$ cat config.mk
export PLATFORM = sky130hd
export DESIGN_NAME = padc_top
export DESIGN_NICKNAME = d
export VERILOG_FILES = /design/src/include/padc_pkg.sv /design/src/design/padc_mode_dec.sv /design/src/design/padc_fmt_dec.sv /design/src/design/padc_top.sv
export SDC_FILE = /design/constraint.sdc
export NUM_CORES = 1
export LEC_CHECK = 0
export BUFFER_PORTS_ARGS = -buffer_cell sky130_fd_sc_hd__clkbuf_2
export CORE_AREA = 2 2 93 104
export DETAILED_ROUTE_END_ITERATION = 16
export DIE_AREA = 0 0 95 106
export MAX_ROUTING_LAYER = met4
export PLACE_DENSITY = 0.61
export SYNTH_ARGS = -nofsm -noshare
export SYNTH_HDL_FRONTEND = slang
export SYNTH_HIERARCHICAL = 1
export SYNTH_SLANG_ARGS = --single-unit
$ cat constraint.sdc
create_clock -name clk -period 1.5 [get_ports clk]
set_input_delay 0.15 -clock clk [delete_from_list [all_inputs] [get_ports clk]]
set_output_delay 0.15 -clock clk [all_outputs]
set_load 0.05 [all_outputs]
$ cat src/include/padc_pkg.sv
// Package of constants and types for the pipelined converter output port
// Overview of operation
// - Power-down low and output-enable-low low: convert and drive outputs.
// - Power-down low, output-enable-low high: keep converting, outputs high impedance.
// - Power-down high, output-enable-low low: nap mode, outputs high impedance.
// - Both high: sleep mode, deepest low power, outputs high impedance.
// - Result is a ten-bit word, bit 9 most significant.
// - Range flag high when input went above top or below bottom.
// - Four-level format select picks coding and stabilizer setting.
// - Result appears five clocks after its sample, one per clock.
// - Track while clock low, hold at rising edge, process while high.
// - Six stages on alternating phases, results aligned before correction.
package padc_pkg;
    localparam int WORD_W = 10;
    localparam int MSB_POS = 9;
    localparam int STAGE_NUM = 6;
    localparam int LATENCY = 5;
    localparam int FMT_W = 2;
    localparam logic [1:0] FMT_OB_DCS_OFF = 2'h0;
    localparam logic [1:0] FMT_OB_DCS_ON = 2'h1;
    localparam logic [1:0] FMT_TC_DCS_ON = 2'h2;
    localparam logic [1:0] FMT_TC_DCS_OFF = 2'h3;
    localparam logic [9:0] WORD_RESET = 10'h000;
    localparam logic [9:0] CODE_MAX = 10'h3FF;
    localparam logic [9:0] CODE_MIN = 10'h000;
    typedef enum logic [1:0] {
        PADC_NORMAL,
        PADC_HIZ,
        PADC_NAP,
        PADC_SLEEP
    } padc_mode_e;
endpackage

$ cat src/design/padc_mode_dec.sv
// Power and output-enable mode decoder
module padc_mode_dec (
    input wire logic power_down_select, // Strap: power-down select
    input wire logic out_en_b, // Strap: output drive enable, active low
    output padc_pkg::padc_mode_e mode // Decoded operating mode
);
    // Decode pin-strap pair
    always_comb begin
        if (!power_down_select && !out_en_b) begin
            mode = padc_pkg::PADC_NORMAL;
        end else if (!power_down_select) begin
            mode = padc_pkg::PADC_HIZ;
        end else if (!out_en_b) begin
            mode = padc_pkg::PADC_NAP;
        end else begin
            mode = padc_pkg::PADC_SLEEP;
        end
    end
endmodule

$ cat src/design/padc_fmt_dec.sv
// Output format and stabilizer decoder
module padc_fmt_dec (
    input wire logic [1:0] format_select, // Four-level select, quantised
    output logic twos_comp, // Two's complement coding
    output logic stabilizer_on // Duty-cycle stabilizer enable
);
    // Map four levels
    always_comb begin
        case (format_select)
            padc_pkg::FMT_OB_DCS_OFF: begin
                twos_comp = 1'b0;
                stabilizer_on = 1'b0;
            end
            padc_pkg::FMT_OB_DCS_ON: begin
                twos_comp = 1'b0;
                stabilizer_on = 1'b1;
            end
            padc_pkg::FMT_TC_DCS_ON: begin
                twos_comp = 1'b1;
                stabilizer_on = 1'b1;
            end
            default: begin
                twos_comp = 1'b1;
                stabilizer_on = 1'b0;
            end
        endcase
    end
endmodule

$ cat src/design/padc_top.sv
// Digital side of the ten-bit pipelined converter
module padc_top (
    input wire logic clk, // Converter clock
    input wire logic rst_b, // Async reset, active low
    input wire logic power_down_select, // Power-down strap
    input wire logic out_en_b, // Output drive enable, active low
    input wire logic [1:0] format_select, // Format level 0..3
    input wire logic [9:0] analog_code, // Quantised input, offset binary
    input wire logic over_range, // Input above top of range
    input wire logic under_range, // Input below bottom of range
    output logic [9:0] sample_word, // Output word
    output logic range_exceeded_flag, // Over/under range flag
    output logic [9:0] sample_word_oe_b, // Word drive enable, low drives
    output logic range_flag_oe_b, // Flag drive enable, low drives
    output logic stabilizer_on, // Stabilizer setting
    output logic converting, // Pipeline running
    output logic nap_mode, // Nap state
    output logic sleep_mode // Sleep state
);
    typedef struct packed {
        logic [padc_pkg::LATENCY-1:0][9:0] word_pipe;
        logic [padc_pkg::LATENCY-1:0] flag_pipe;
        logic [padc_pkg::LATENCY-1:0] valid_pipe;
        logic [9:0] word_out;
        logic flag_out;
    } padc_state_s;

    padc_state_s st_reg;
    padc_state_s st_next;
    padc_pkg::padc_mode_e mode;
    logic twos_comp;
    logic run;
    logic drive;
    logic [9:0] held_code;
    logic held_flag;
    logic [9:0] corr_word;
    logic corr_flag;

    padc_mode_dec u_mode (
        .power_down_select(power_down_select),
        .out_en_b(out_en_b),
        .mode(mode)
    );

    padc_fmt_dec u_fmt (
        .format_select(format_select),
        .twos_comp(twos_comp),
        .stabilizer_on(stabilizer_on)
    );

    // Mode outputs and drive control
    always_comb begin
        // keep converting when not powered down
        run = (mode == padc_pkg::PADC_NORMAL) || (mode == padc_pkg::PADC_HIZ);
        drive = (mode == padc_pkg::PADC_NORMAL);
        nap_mode = (mode == padc_pkg::PADC_NAP);
        sleep_mode = (mode == padc_pkg::PADC_SLEEP);
        converting = run;
        sample_word_oe_b = {padc_pkg::WORD_W{!drive}};
        range_flag_oe_b = !drive;
    end

    // Sample taken at rising edge, flag from range inputs
    always_comb begin
        held_code = analog_code;
        held_flag = over_range || under_range;
        if (over_range) begin
            held_code = padc_pkg::CODE_MAX;
        end else if (under_range) begin
            held_code = padc_pkg::CODE_MIN;
        end
    end

    // Correction stage: oldest aligned result, formatted for the pins
    always_comb begin
        // last delay slot feeds the output register
        corr_word = st_reg.word_pipe[padc_pkg::LATENCY-1];
        corr_flag = st_reg.flag_pipe[padc_pkg::LATENCY-1];
        // invert top bit for two's complement
        if (twos_comp) begin
            corr_word[padc_pkg::MSB_POS] = !corr_word[padc_pkg::MSB_POS];
        end
        // Slot not yet filled since reset stays cleared
        if (!st_reg.valid_pipe[padc_pkg::LATENCY-1]) begin
            corr_word = padc_pkg::WORD_RESET;
            corr_flag = 1'b0;
        end
    end

    // Next-state: aligned stage delay line and output register
    always_comb begin
        st_next = st_reg;
        // stage results move together, frozen when stopped
        if (run) begin
            st_next.word_pipe[0] = held_code;
            st_next.flag_pipe[0] = held_flag;
            st_next.valid_pipe[0] = 1'b1;
            for (int i = 1; i < padc_pkg::LATENCY; i++) begin
                st_next.word_pipe[i] = st_reg.word_pipe[i-1];
                st_next.flag_pipe[i] = st_reg.flag_pipe[i-1];
                st_next.valid_pipe[i] = st_reg.valid_pipe[i-1];
            end
            // output loads on the fifth edge
            st_next.word_out = corr_word;
            st_next.flag_out = corr_flag;
        end
    end

    // State register
    always_ff @(posedge clk or negedge rst_b) begin
        if (!rst_b) begin
            st_reg <= '0;
        end else begin
            st_reg <= st_next;
        end
    end

    always_comb begin
        sample_word = st_reg.word_out;
        range_exceeded_flag = st_reg.flag_out;
    end

    property p_latency;
        @(posedge clk) disable iff (!rst_b)
        (rst_b && run && !over_range && !under_range) ##1 run [*4] ##1 (run && !twos_comp)
        |=> sample_word == $past(analog_code, 6);
    endproperty
    a_latency: assert property (p_latency) else $error("word latency wrong");

    property p_flag;
        @(posedge clk) disable iff (!rst_b)
        (rst_b && run && (over_range || under_range)) ##1 run [*5] |=> range_exceeded_flag;
    endproperty
    a_flag: assert property (p_flag) else $error("range flag missing");

    property p_normal;
        @(posedge clk) disable iff (!rst_b)
        (!power_down_select && !out_en_b) |-> (sample_word_oe_b == 10'h000) && !range_flag_oe_b;
    endproperty
    a_normal: assert property (p_normal) else $error("outputs not driven");

    property p_hiz;
        @(posedge clk) disable iff (!rst_b)
        (!power_down_select && out_en_b) |-> (sample_word_oe_b == 10'h3FF) && converting;
    endproperty
    a_hiz: assert property (p_hiz) else $error("hiz mode wrong");

    property p_nap;
        @(posedge clk) disable iff (!rst_b)
        (power_down_select && !out_en_b) |-> nap_mode && range_flag_oe_b && !converting;
    endproperty
    a_nap: assert property (p_nap) else $error("nap mode wrong");

    property p_sleep;
        @(posedge clk) disable iff (!rst_b)
        (power_down_select && out_en_b) |-> sleep_mode && !nap_mode && range_flag_oe_b;
    endproperty
    a_sleep: assert property (p_sleep) else $error("sleep mode wrong");

    property p_fmt;
        @(posedge clk) disable iff (!rst_b)
        stabilizer_on == (format_select == 2'h1 || format_select == 2'h2);
    endproperty
    a_fmt: assert property (p_fmt) else $error("stabilizer select wrong");

    property p_twos;
        @(posedge clk) disable iff (!rst_b)
        (rst_b && run && !over_range && !under_range) ##1 run [*4] ##1 (run && twos_comp)
        |=> sample_word == {!$past(analog_code[9], 6), $past(analog_code[8:0], 6)};
    endproperty
    a_twos: assert property (p_twos) else $error("msb not inverted");

    property p_hold;
        @(posedge clk) disable iff (!rst_b)
        !run |=> $stable(sample_word) && $stable(range_exceeded_flag);
    endproperty
    a_hold: assert property (p_hold) else $error("pipeline moved when stopped");

    // Outputs cleared while reset is held
    property p_reset;
        @(posedge clk)
        (!rst_b ##1 !rst_b) |-> (sample_word == padc_pkg::WORD_RESET) && !range_exceeded_flag;
    endproperty
    a_reset: assert property (p_reset) else $error("output not cleared in reset");

    // Normal mode runs and reports no low-power state
    property p_normal_run;
        @(posedge clk) disable iff (!rst_b)
        (!power_down_select && !out_en_b) |-> converting && !nap_mode && !sleep_mode;
    endproperty
    a_normal_run: assert property (p_normal_run) else $error("normal mode state wrong");

    // Released outputs keep flag pin undriven too
    property p_hiz_flag;
        @(posedge clk) disable iff (!rst_b)
        (!power_down_select && out_en_b) |-> range_flag_oe_b && !nap_mode && !sleep_mode;
    endproperty
    a_hiz_flag: assert property (p_hiz_flag) else $error("hiz flag drive wrong");

    // Nap releases the word pins
    property p_nap_word;
        @(posedge clk) disable iff (!rst_b)
        (power_down_select && !out_en_b) |-> (sample_word_oe_b == 10'h3FF) && !sleep_mode;
    endproperty
    a_nap_word: assert property (p_nap_word) else $error("nap word drive wrong");

    // Sleep releases the word pins and stops conversion
    property p_sleep_word;
        @(posedge clk) disable iff (!rst_b)
        (power_down_select && out_en_b) |-> (sample_word_oe_b == 10'h3FF) && !converting;
    endproperty
    a_sleep_word: assert property (p_sleep_word) else $error("sleep word drive wrong");

    // Exactly one of running, nap and sleep
    property p_mode_onehot;
        @(posedge clk) disable iff (!rst_b)
        $onehot({converting, nap_mode, sleep_mode});
    endproperty
    a_mode_onehot: assert property (p_mode_onehot) else $error("mode flags not exclusive");

    // Conversion follows the power-down strap alone
    property p_conv_pin;
        @(posedge clk) disable iff (!rst_b)
        converting == !power_down_select;
    endproperty
    a_conv_pin: assert property (p_conv_pin) else $error("converting state wrong");

    // Upper two format levels select two's complement
    property p_twos_sel;
        @(posedge clk) disable iff (!rst_b)
        twos_comp == ((format_select == padc_pkg::FMT_TC_DCS_ON)
            || (format_select == padc_pkg::FMT_TC_DCS_OFF));
    endproperty
    a_twos_sel: assert property (p_twos_sel) else $error("coding select wrong");

    // In-range sample enters the first stage unchanged
    property p_entry;
        @(posedge clk) disable iff (!rst_b)
        (rst_b && run && !over_range && !under_range)
        |=> st_reg.word_pipe[0] == $past(analog_code);
    endproperty
    a_entry: assert property (p_entry) else $error("sample not held at edge");

    // First stage passes its result one slot on
    property p_pipe_shift;
        @(posedge clk) disable iff (!rst_b)
        (rst_b && run) |=> st_reg.word_pipe[1] == $past(st_reg.word_pipe[0]);
    endproperty
    a_pipe_shift: assert property (p_pipe_shift) else $error("stage alignment lost");

    // Stopped pipeline keeps every stage
    property p_stall;
        @(posedge clk) disable iff (!rst_b)
        !run |=> $stable(st_reg.word_pipe) && $stable(st_reg.flag_pipe);
    endproperty
    a_stall: assert property (p_stall) else $error("stages moved when stopped");

    // Last slot valid after five running edges
    property p_fill;
        @(posedge clk) disable iff (!rst_b)
        (rst_b && run) ##1 run [*4] |=> st_reg.valid_pipe[padc_pkg::LATENCY-1];
    endproperty
    a_fill: assert property (p_fill) else $error("pipeline fill depth wrong");

    // Over-range input clamps to full scale
    property p_clamp_hi;
        @(posedge clk) disable iff (!rst_b)
        (rst_b && run && over_range) ##1 run [*4] ##1 (run && !twos_comp)
        |=> sample_word == padc_pkg::CODE_MAX;
    endproperty
    a_clamp_hi: assert property (p_clamp_hi) else $error("over range clamp wrong");

    // Under-range input clamps to zero scale
    property p_clamp_lo;
        @(posedge clk) disable iff (!rst_b)
        (rst_b && run && under_range && !over_range) ##1 run [*4] ##1 (run && !twos_comp)
        |=> sample_word == padc_pkg::CODE_MIN;
    endproperty
    a_clamp_lo: assert property (p_clamp_lo) else $error("under range clamp wrong");

    // In-range sample leaves the flag low
    property p_flag_clear;
        @(posedge clk) disable iff (!rst_b)
        (rst_b && run && !over_range && !under_range) ##1 run [*5] |=> !range_exceeded_flag;
    endproperty
    a_flag_clear: assert property (p_flag_clear) else $error("range flag spurious");

    // Flag unaffected by coding, top bit inverted
    property p_twos_flag;
        @(posedge clk) disable iff (!rst_b)
        (rst_b && run && over_range) ##1 run [*4] ##1 (run && twos_comp)
        |=> range_exceeded_flag && (sample_word == 10'h1FF);
    endproperty
    a_twos_flag: assert property (p_twos_flag) else $error("coded clamp wrong");

    // Per-bit check that word and flag drivers switch together
    for (genvar gb = 0; gb < padc_pkg::WORD_W; gb++) begin : g_bit_oe
        property p_bit_oe;
            @(posedge clk) disable iff (!rst_b)
            sample_word_oe_b[gb] == range_flag_oe_b;
        endproperty
        a_bit_oe: assert property (p_bit_oe) else $error("bit enable differs");
    end
endmodule

=== Word level (Yosys, flattened, before mapping) ===
Cells that the tools add are included.

* Register bits: 71
* Bits in latches: 0
* RAM bits: 0
* ROM bits: 0
* Output and inout bits: 26
* Memories kept: 0

* Add/sub/neg operators: 0
* Multiply operators: 0
* Div/mod/pow operators: 0
* $lt $le $gt $ge: 0
* Equal/unequal tests: 5
* Shift operators: 0
* Mux-type cells: 9
* Bitwise operators: 0
* Reductions and logical operators: 11

{| class="wikitable"
|+ Operators by type and width
! cell !! count
|-
| 10-bit 2-to-1 mux || 3
|-
| 2-bit equality test, second input constant || 3
|-
| 2-bit by 1-bit equality test with 1-bit output, second input constant || 2
|-
| 1-bit zero test || 4
|-
| 2-bit zero test || 2
|-
| 1-bit 2-to-1 mux || 4
|-
| 2-bit 2-to-1 mux || 2
|-
| 2-bit OR reduction || 2
|-
| 1-bit logical OR || 2
|-
| 1-bit logical AND || 1
|}

=== Logic depth before layout (Yosys ltp) ===
* Depth after elaboration: 5
* Depth in mapped cells: 5

=== Cells and area by module ===
The synthesis kept the hierarchy.

{| class="wikitable"
|+ By module, submodules not included
! module !! times used !! cells an instance !! area each (um^2) !! seq. area each (um^2)
|-
| padc_top || 1 || 208 || 3036.7 || 1776.7
|-
| padc_fmt_dec || 1 || 5 || 36.3 || 0.0
|-
| padc_mode_dec || 1 || 2 || 7.5 || 0.0
|}

=== Worst setup path after synthesis ===
Ideal clock, no wire load.

* Path type: input port to output port
* From: in power_down_select
* To: out nap_mode
* Arrival time: 1367 ps
* Required time: 1350 ps
* Setup slack: -17 ps
* Cell stages on the path: 5
* Buffers on the path: 3
* Cell sequence: clkbuf_1 > buf_6 > inv_2 > buf_4 > nor2_1

* Longest elaborated chain between the ends: 4
* Elaborated cells between the ends (all ways): 5
* Classes of those cells: eq/ne: 1; mux: 2; reduce/logical: 2

{| class="wikitable"
|+ Ends and longest elaborated chain
! element !! line !! RTL
|-
| from (decl) || padc_top.sv:5 || <nowiki>input wire logic power_down_select,</nowiki>
|-
| 1-bit zero test || -- ||
|-
| 1-bit logical AND || padc_mode_dec.sv:9 || <nowiki>if (!power_down_select && !out_en_b) begin</nowiki>
|-
| 2-bit 2-to-1 mux * || padc_mode_dec.sv:9 ||
|-
| 2-bit equality test * || padc_top.sv:56 || <nowiki>nap_mode = (mode == padc_pkg::PADC_NAP);</nowiki>
|-
| to (decl) || padc_top.sv:17 || <nowiki>output logic nap_mode,</nowiki>
|}

Every way passes the cells marked *; elsewhere a longest branch is shown, timed or not.

=== Worst setup path in the final report ===
* From: reg st_reg, in the netlist range_exceeded_flag
* To: out range_exceeded_flag

{| class="wikitable"
|+ RTL lines
! element !! line !! RTL
|-
| from (decl) || padc_top.sv:28 || <nowiki>padc_state_s st_reg;</nowiki>
|-
| from (signal assigned) || padc_top.sv:114 || <nowiki>st_reg <= st_next;</nowiki>
|-
| to (decl) || padc_top.sv:12 || <nowiki>output logic range_exceeded_flag,</nowiki>
|}

No word-level cell between the ends.

==> flow_summary_export.csv <==
group,metric,value,unit
synthesis,synth_top_area_frac,0.577,
placed_design,dp_hpwl,3060,um
global_routing,grt_max_degree,33,
power,p_per_area,1410,nW/um^2
cts,htreeDepth,3,
synthesis,post_synth_main_area_contributors,"sky130_fd_sc_hd__dfrtp_1, sky130_fd_sc_hd__mux2_4, sky130_fd_sc_hd__buf_4",
cts,clkSinkCount,71,
placed_design,port_buffers,43,
synthesis,synth.ff_latch_count,71,
synthesis,syn_inst,215,
floorplan,floorplan.die.width,95,um
power,p_switching,1.40,mW
global_routing,globalRouteMet1Util,0.141,
floorplan,floorplan.initialDensity,0.338,
route,detailedRoute.firstPassIterationCount,4,
global_routing,busiest_layer,"met1",
power,post-layout-total-power,4.83,mW
floorplan,ios,44,
cts,clock_tree.root_cell,"sky130_fd_sc_hd__clkbuf_8",
cts,cts-buffers-inserted,9,
synthesis,count_of_distinct_cell_types_in_the_synthesized_netlist,22,
global_routing,global_route.usage.met2,0.135,
critical_path,critPathCaptureType,"primary output",
synthesis,post_synth_instance_area,3080,um^2
synthesis,yosysSeqAreaShare,0.577,
timing,finalCritPeriodShare,0.757,
critical_path,cpMaxStageDelayCell,"sky130_fd_sc_hd__dfrtp_1",
global_routing,use_met3,0.0291,
critical_path,crit_buf_inv,1,
cts,postCtsHoldBufs,1,
timing,final-max-slew-violation-count,0,
timing,timing.final.setup_violations,0,
global_routing,grt_first_pass_wirelength,7710,um
worst_hold_path,min-delay-path-class,"input pin to flip-flop",
route,final_antenna_net_count,0,
power,cellInternalPower,3.42,mW
route,drt_wl_total,4450,um
synthesis,syn_avg_cell_area,14.3,um^2
synthesis,synthMostInstantiatedCell,"sky130_fd_sc_hd__dfrtp_1",
route,routed-via-count,1538,
timing,setup-tns-final,0,ns
critical_path,critPathLaunchType,"flip-flop",
timing,timing.slew.headroom,0.713,
cts,worst_setup_hold_path_clk_slew,0.07,ns
power,power.ir.vdd_worst,0.000643,V
power,power.share.switching,0.291,
finish,num-fill-cells,862,
placed_design,global_placement_routability_congestion,0.673,
synthesis,ys_async_sr_fraction,1.00,
synthesis,post_synth_most_frequent_cells,"sky130_fd_sc_hd__dfrtp_1, sky130_fd_sc_hd__mux2_4, sky130_fd_sc_hd__buf_4, sky130_fd_sc_hd__nand2_1, sky130_fd_sc_hd__mux2_2",
global_routing,initial_antenna_violation_count,0,
global_routing,first_global_vias,1587,
critical_path,crit_family,"flip-flops",
cts,insertion_delay,0.34,ns
floorplan,row_count,37,
synthesis,synth_top_cell_by_area,"sky130_fd_sc_hd__dfrtp_1",
finish,utilization,0.376,
timing,skew,0.00396,ns
timing,finalHoldViolCount,0,
power,power.combinational.fraction,0.221,
floorplan,core_area,9120,um^2
route,detail_route.vias_per_cell,4.25,
timing,slew_at_the_pin_closest_to_its_max_slew_limit,0.431,ns
critical_path,required,1.35,ns
finish,layout-drive-gt1-share,0.457,
route,drt_drc_violations_left,0,
run,drv_cap,0,
finish,finalNetCount,262,
route,wire_per_inst,12.3,um
outcome,run_status,"completed",
synthesis,postSynthNetCount,235,
power,clock_power_share,0.270,
timing,setup_repair_after_global_routing_missed_its_margin,"no",
cts,post_cts.repair.setup_buffers,0,
finish,num_antenna_cells,0,
critical_path,cp_data_arrival_time,0.99,ns
timing,fmax,0.881,GHz
global_routing,gr-total-overflow,0,
route,drt_iter0_markers,56,
floorplan,die_area,10100,um^2
synthesis,yosysWarnings,6,
synthesis,postSynth.topFlopCell,"sky130_fd_sc_hd__dfrtp_1",
global_routing,grt_util_all_layers,0.103,
cts,tritoncts_clock_tree,"done",
critical_path,worstPathMaxFanout,2,
floorplan,die_height,106,um
cts,postCtsResizedCells,0,
finish,synthToLayoutAreaGrowth,11.4,%
finish,number_of_flip_flops_in_the_largest_register,60,
cts,cts_buffer_depth,2,
timing,final_min_period,1.14,ns
critical_path,criticalPathCategory,"flip-flop to primary output",
power,power_frac_seq,0.510,
critical_path,worst_path_largest_cell_delay,0.37,ns
power,cellLeakagePower,1.59,nW
critical_path,cp_cell_sequence,"clkbuf_2",
synthesis,number_of_synthesized_flops_with_an_enable_pin,0,
-- routing by layer --
layer  up-vias  routed length, um
met5         -                  0
met2        31               1800
met4         0                135
met1       730               2290
li1        767                  -
met3        10                228
-- worst paths after layout --
path | from | to | slack [ns] | depth (start not counted)
hold reg to reg | st_reg[11]$_DFFE_PN0P_ | st_reg[11]$_DFFE_PN0P_ | 0.47 | 1
setup / recovery | range_exceeded_flag$_DFFE_PN0P_ | range_exceeded_flag | 0.36 | 1
setup reg to reg | st_reg[15]$_DFFE_PN0P_ | sample_word[7]$_DFFE_PN0P_ | 0.45 | 2
hold / removal | analog_code[3] | st_reg[24]$_DFFE_PN0P_ | 0.04 | 3
min in group asynchronous | rst_b | st_reg[40]$_DFFE_PN0P_ | 0.29 | 2
max in group asynchronous | rst_b | st_reg[12]$_DFFE_PN0P_ | 0.68 | 3
-- logic make-up after synthesis --
| group | synth area share |
|---|---|
| adders and majority gates | 0.00812 |
| buffers and inverters | 0.0865 |
| and+or+nand+nor | 0.0548 |
| AOI/OAI and AO/OA | 0.0516 |
| DFF | 0.577 |
| muxes | 0.219 |
| xor gates and xnor gates | 0.00284 |
-- layout make-up --
class,count,area (um^2),area share
Sequential cell,71,1780,0.518
Multi-Input combinational cell,108,1040,0.303
Timing Repair Buffer,49,293,0.0853
Clock buffer,13,159,0.0463
Tap cell,117,146,0.0427
Inverter,3,11.3,0.00328
Clock inverter,1,5.00,0.00146
-- cell usage in the layout, fill, tap and decap left out, types with 2 or more instances in the layout --
master / netlist / routed
sky130_fd_sc_hd__dfrtp_1: 71 / 71
sky130_fd_sc_hd__clkbuf_2: 0 / 41
sky130_fd_sc_hd__mux2_4: 36 / 36
sky130_fd_sc_hd__nand2_1: 17 / 17
sky130_fd_sc_hd__mux2_2: 12 / 12
sky130_fd_sc_hd__nand2b_1: 11 / 11
sky130_fd_sc_hd__clkbuf_8: 0 / 11
sky130_fd_sc_hd__a2bb2oi_1: 10 / 10
sky130_fd_sc_hd__o21ai_0: 9 / 9
sky130_fd_sc_hd__buf_4: 21 / 5
sky130_fd_sc_hd__a22o_1: 3 / 3
sky130_fd_sc_hd__nor2_2: 1 / 2
sky130_fd_sc_hd__nor2_1: 3 / 2
sky130_fd_sc_hd__clkbuf_1: 4 / 2
sky130_fd_sc_hd__buf_12: 0 / 2
sky130_fd_sc_hd__inv_1: 2 / 2
sky130_fd_sc_hd__ha_1: 2 / 2
-- metrics by stage --
step,cells,area (um^2),setup slack (ns),hold slack (ns)
global placement,347,3260,0.401,0.115
global route,362,3430,0.298,0.0392
finish,362,3430,0.365,0.0356
floorplan,215,3080,0.0860,-0.146
detailed placement,347,3260,0.371,0.121
CTS,362,3430,0.340,0.0193
-- power by group through the flow --
stage	clock, mW	sequential, mW	combinational (mW)
after detailed placement	0	2.50	1.08
after CTS	1.35	2.46	1.08
after global placement	0	2.49	1.05
after floorplan	0	2.45	0.976
after global routing	1.44	2.51	1.15
final	1.30	2.46	1.07
No activity file was read; power rests on OpenSTA's default activity.
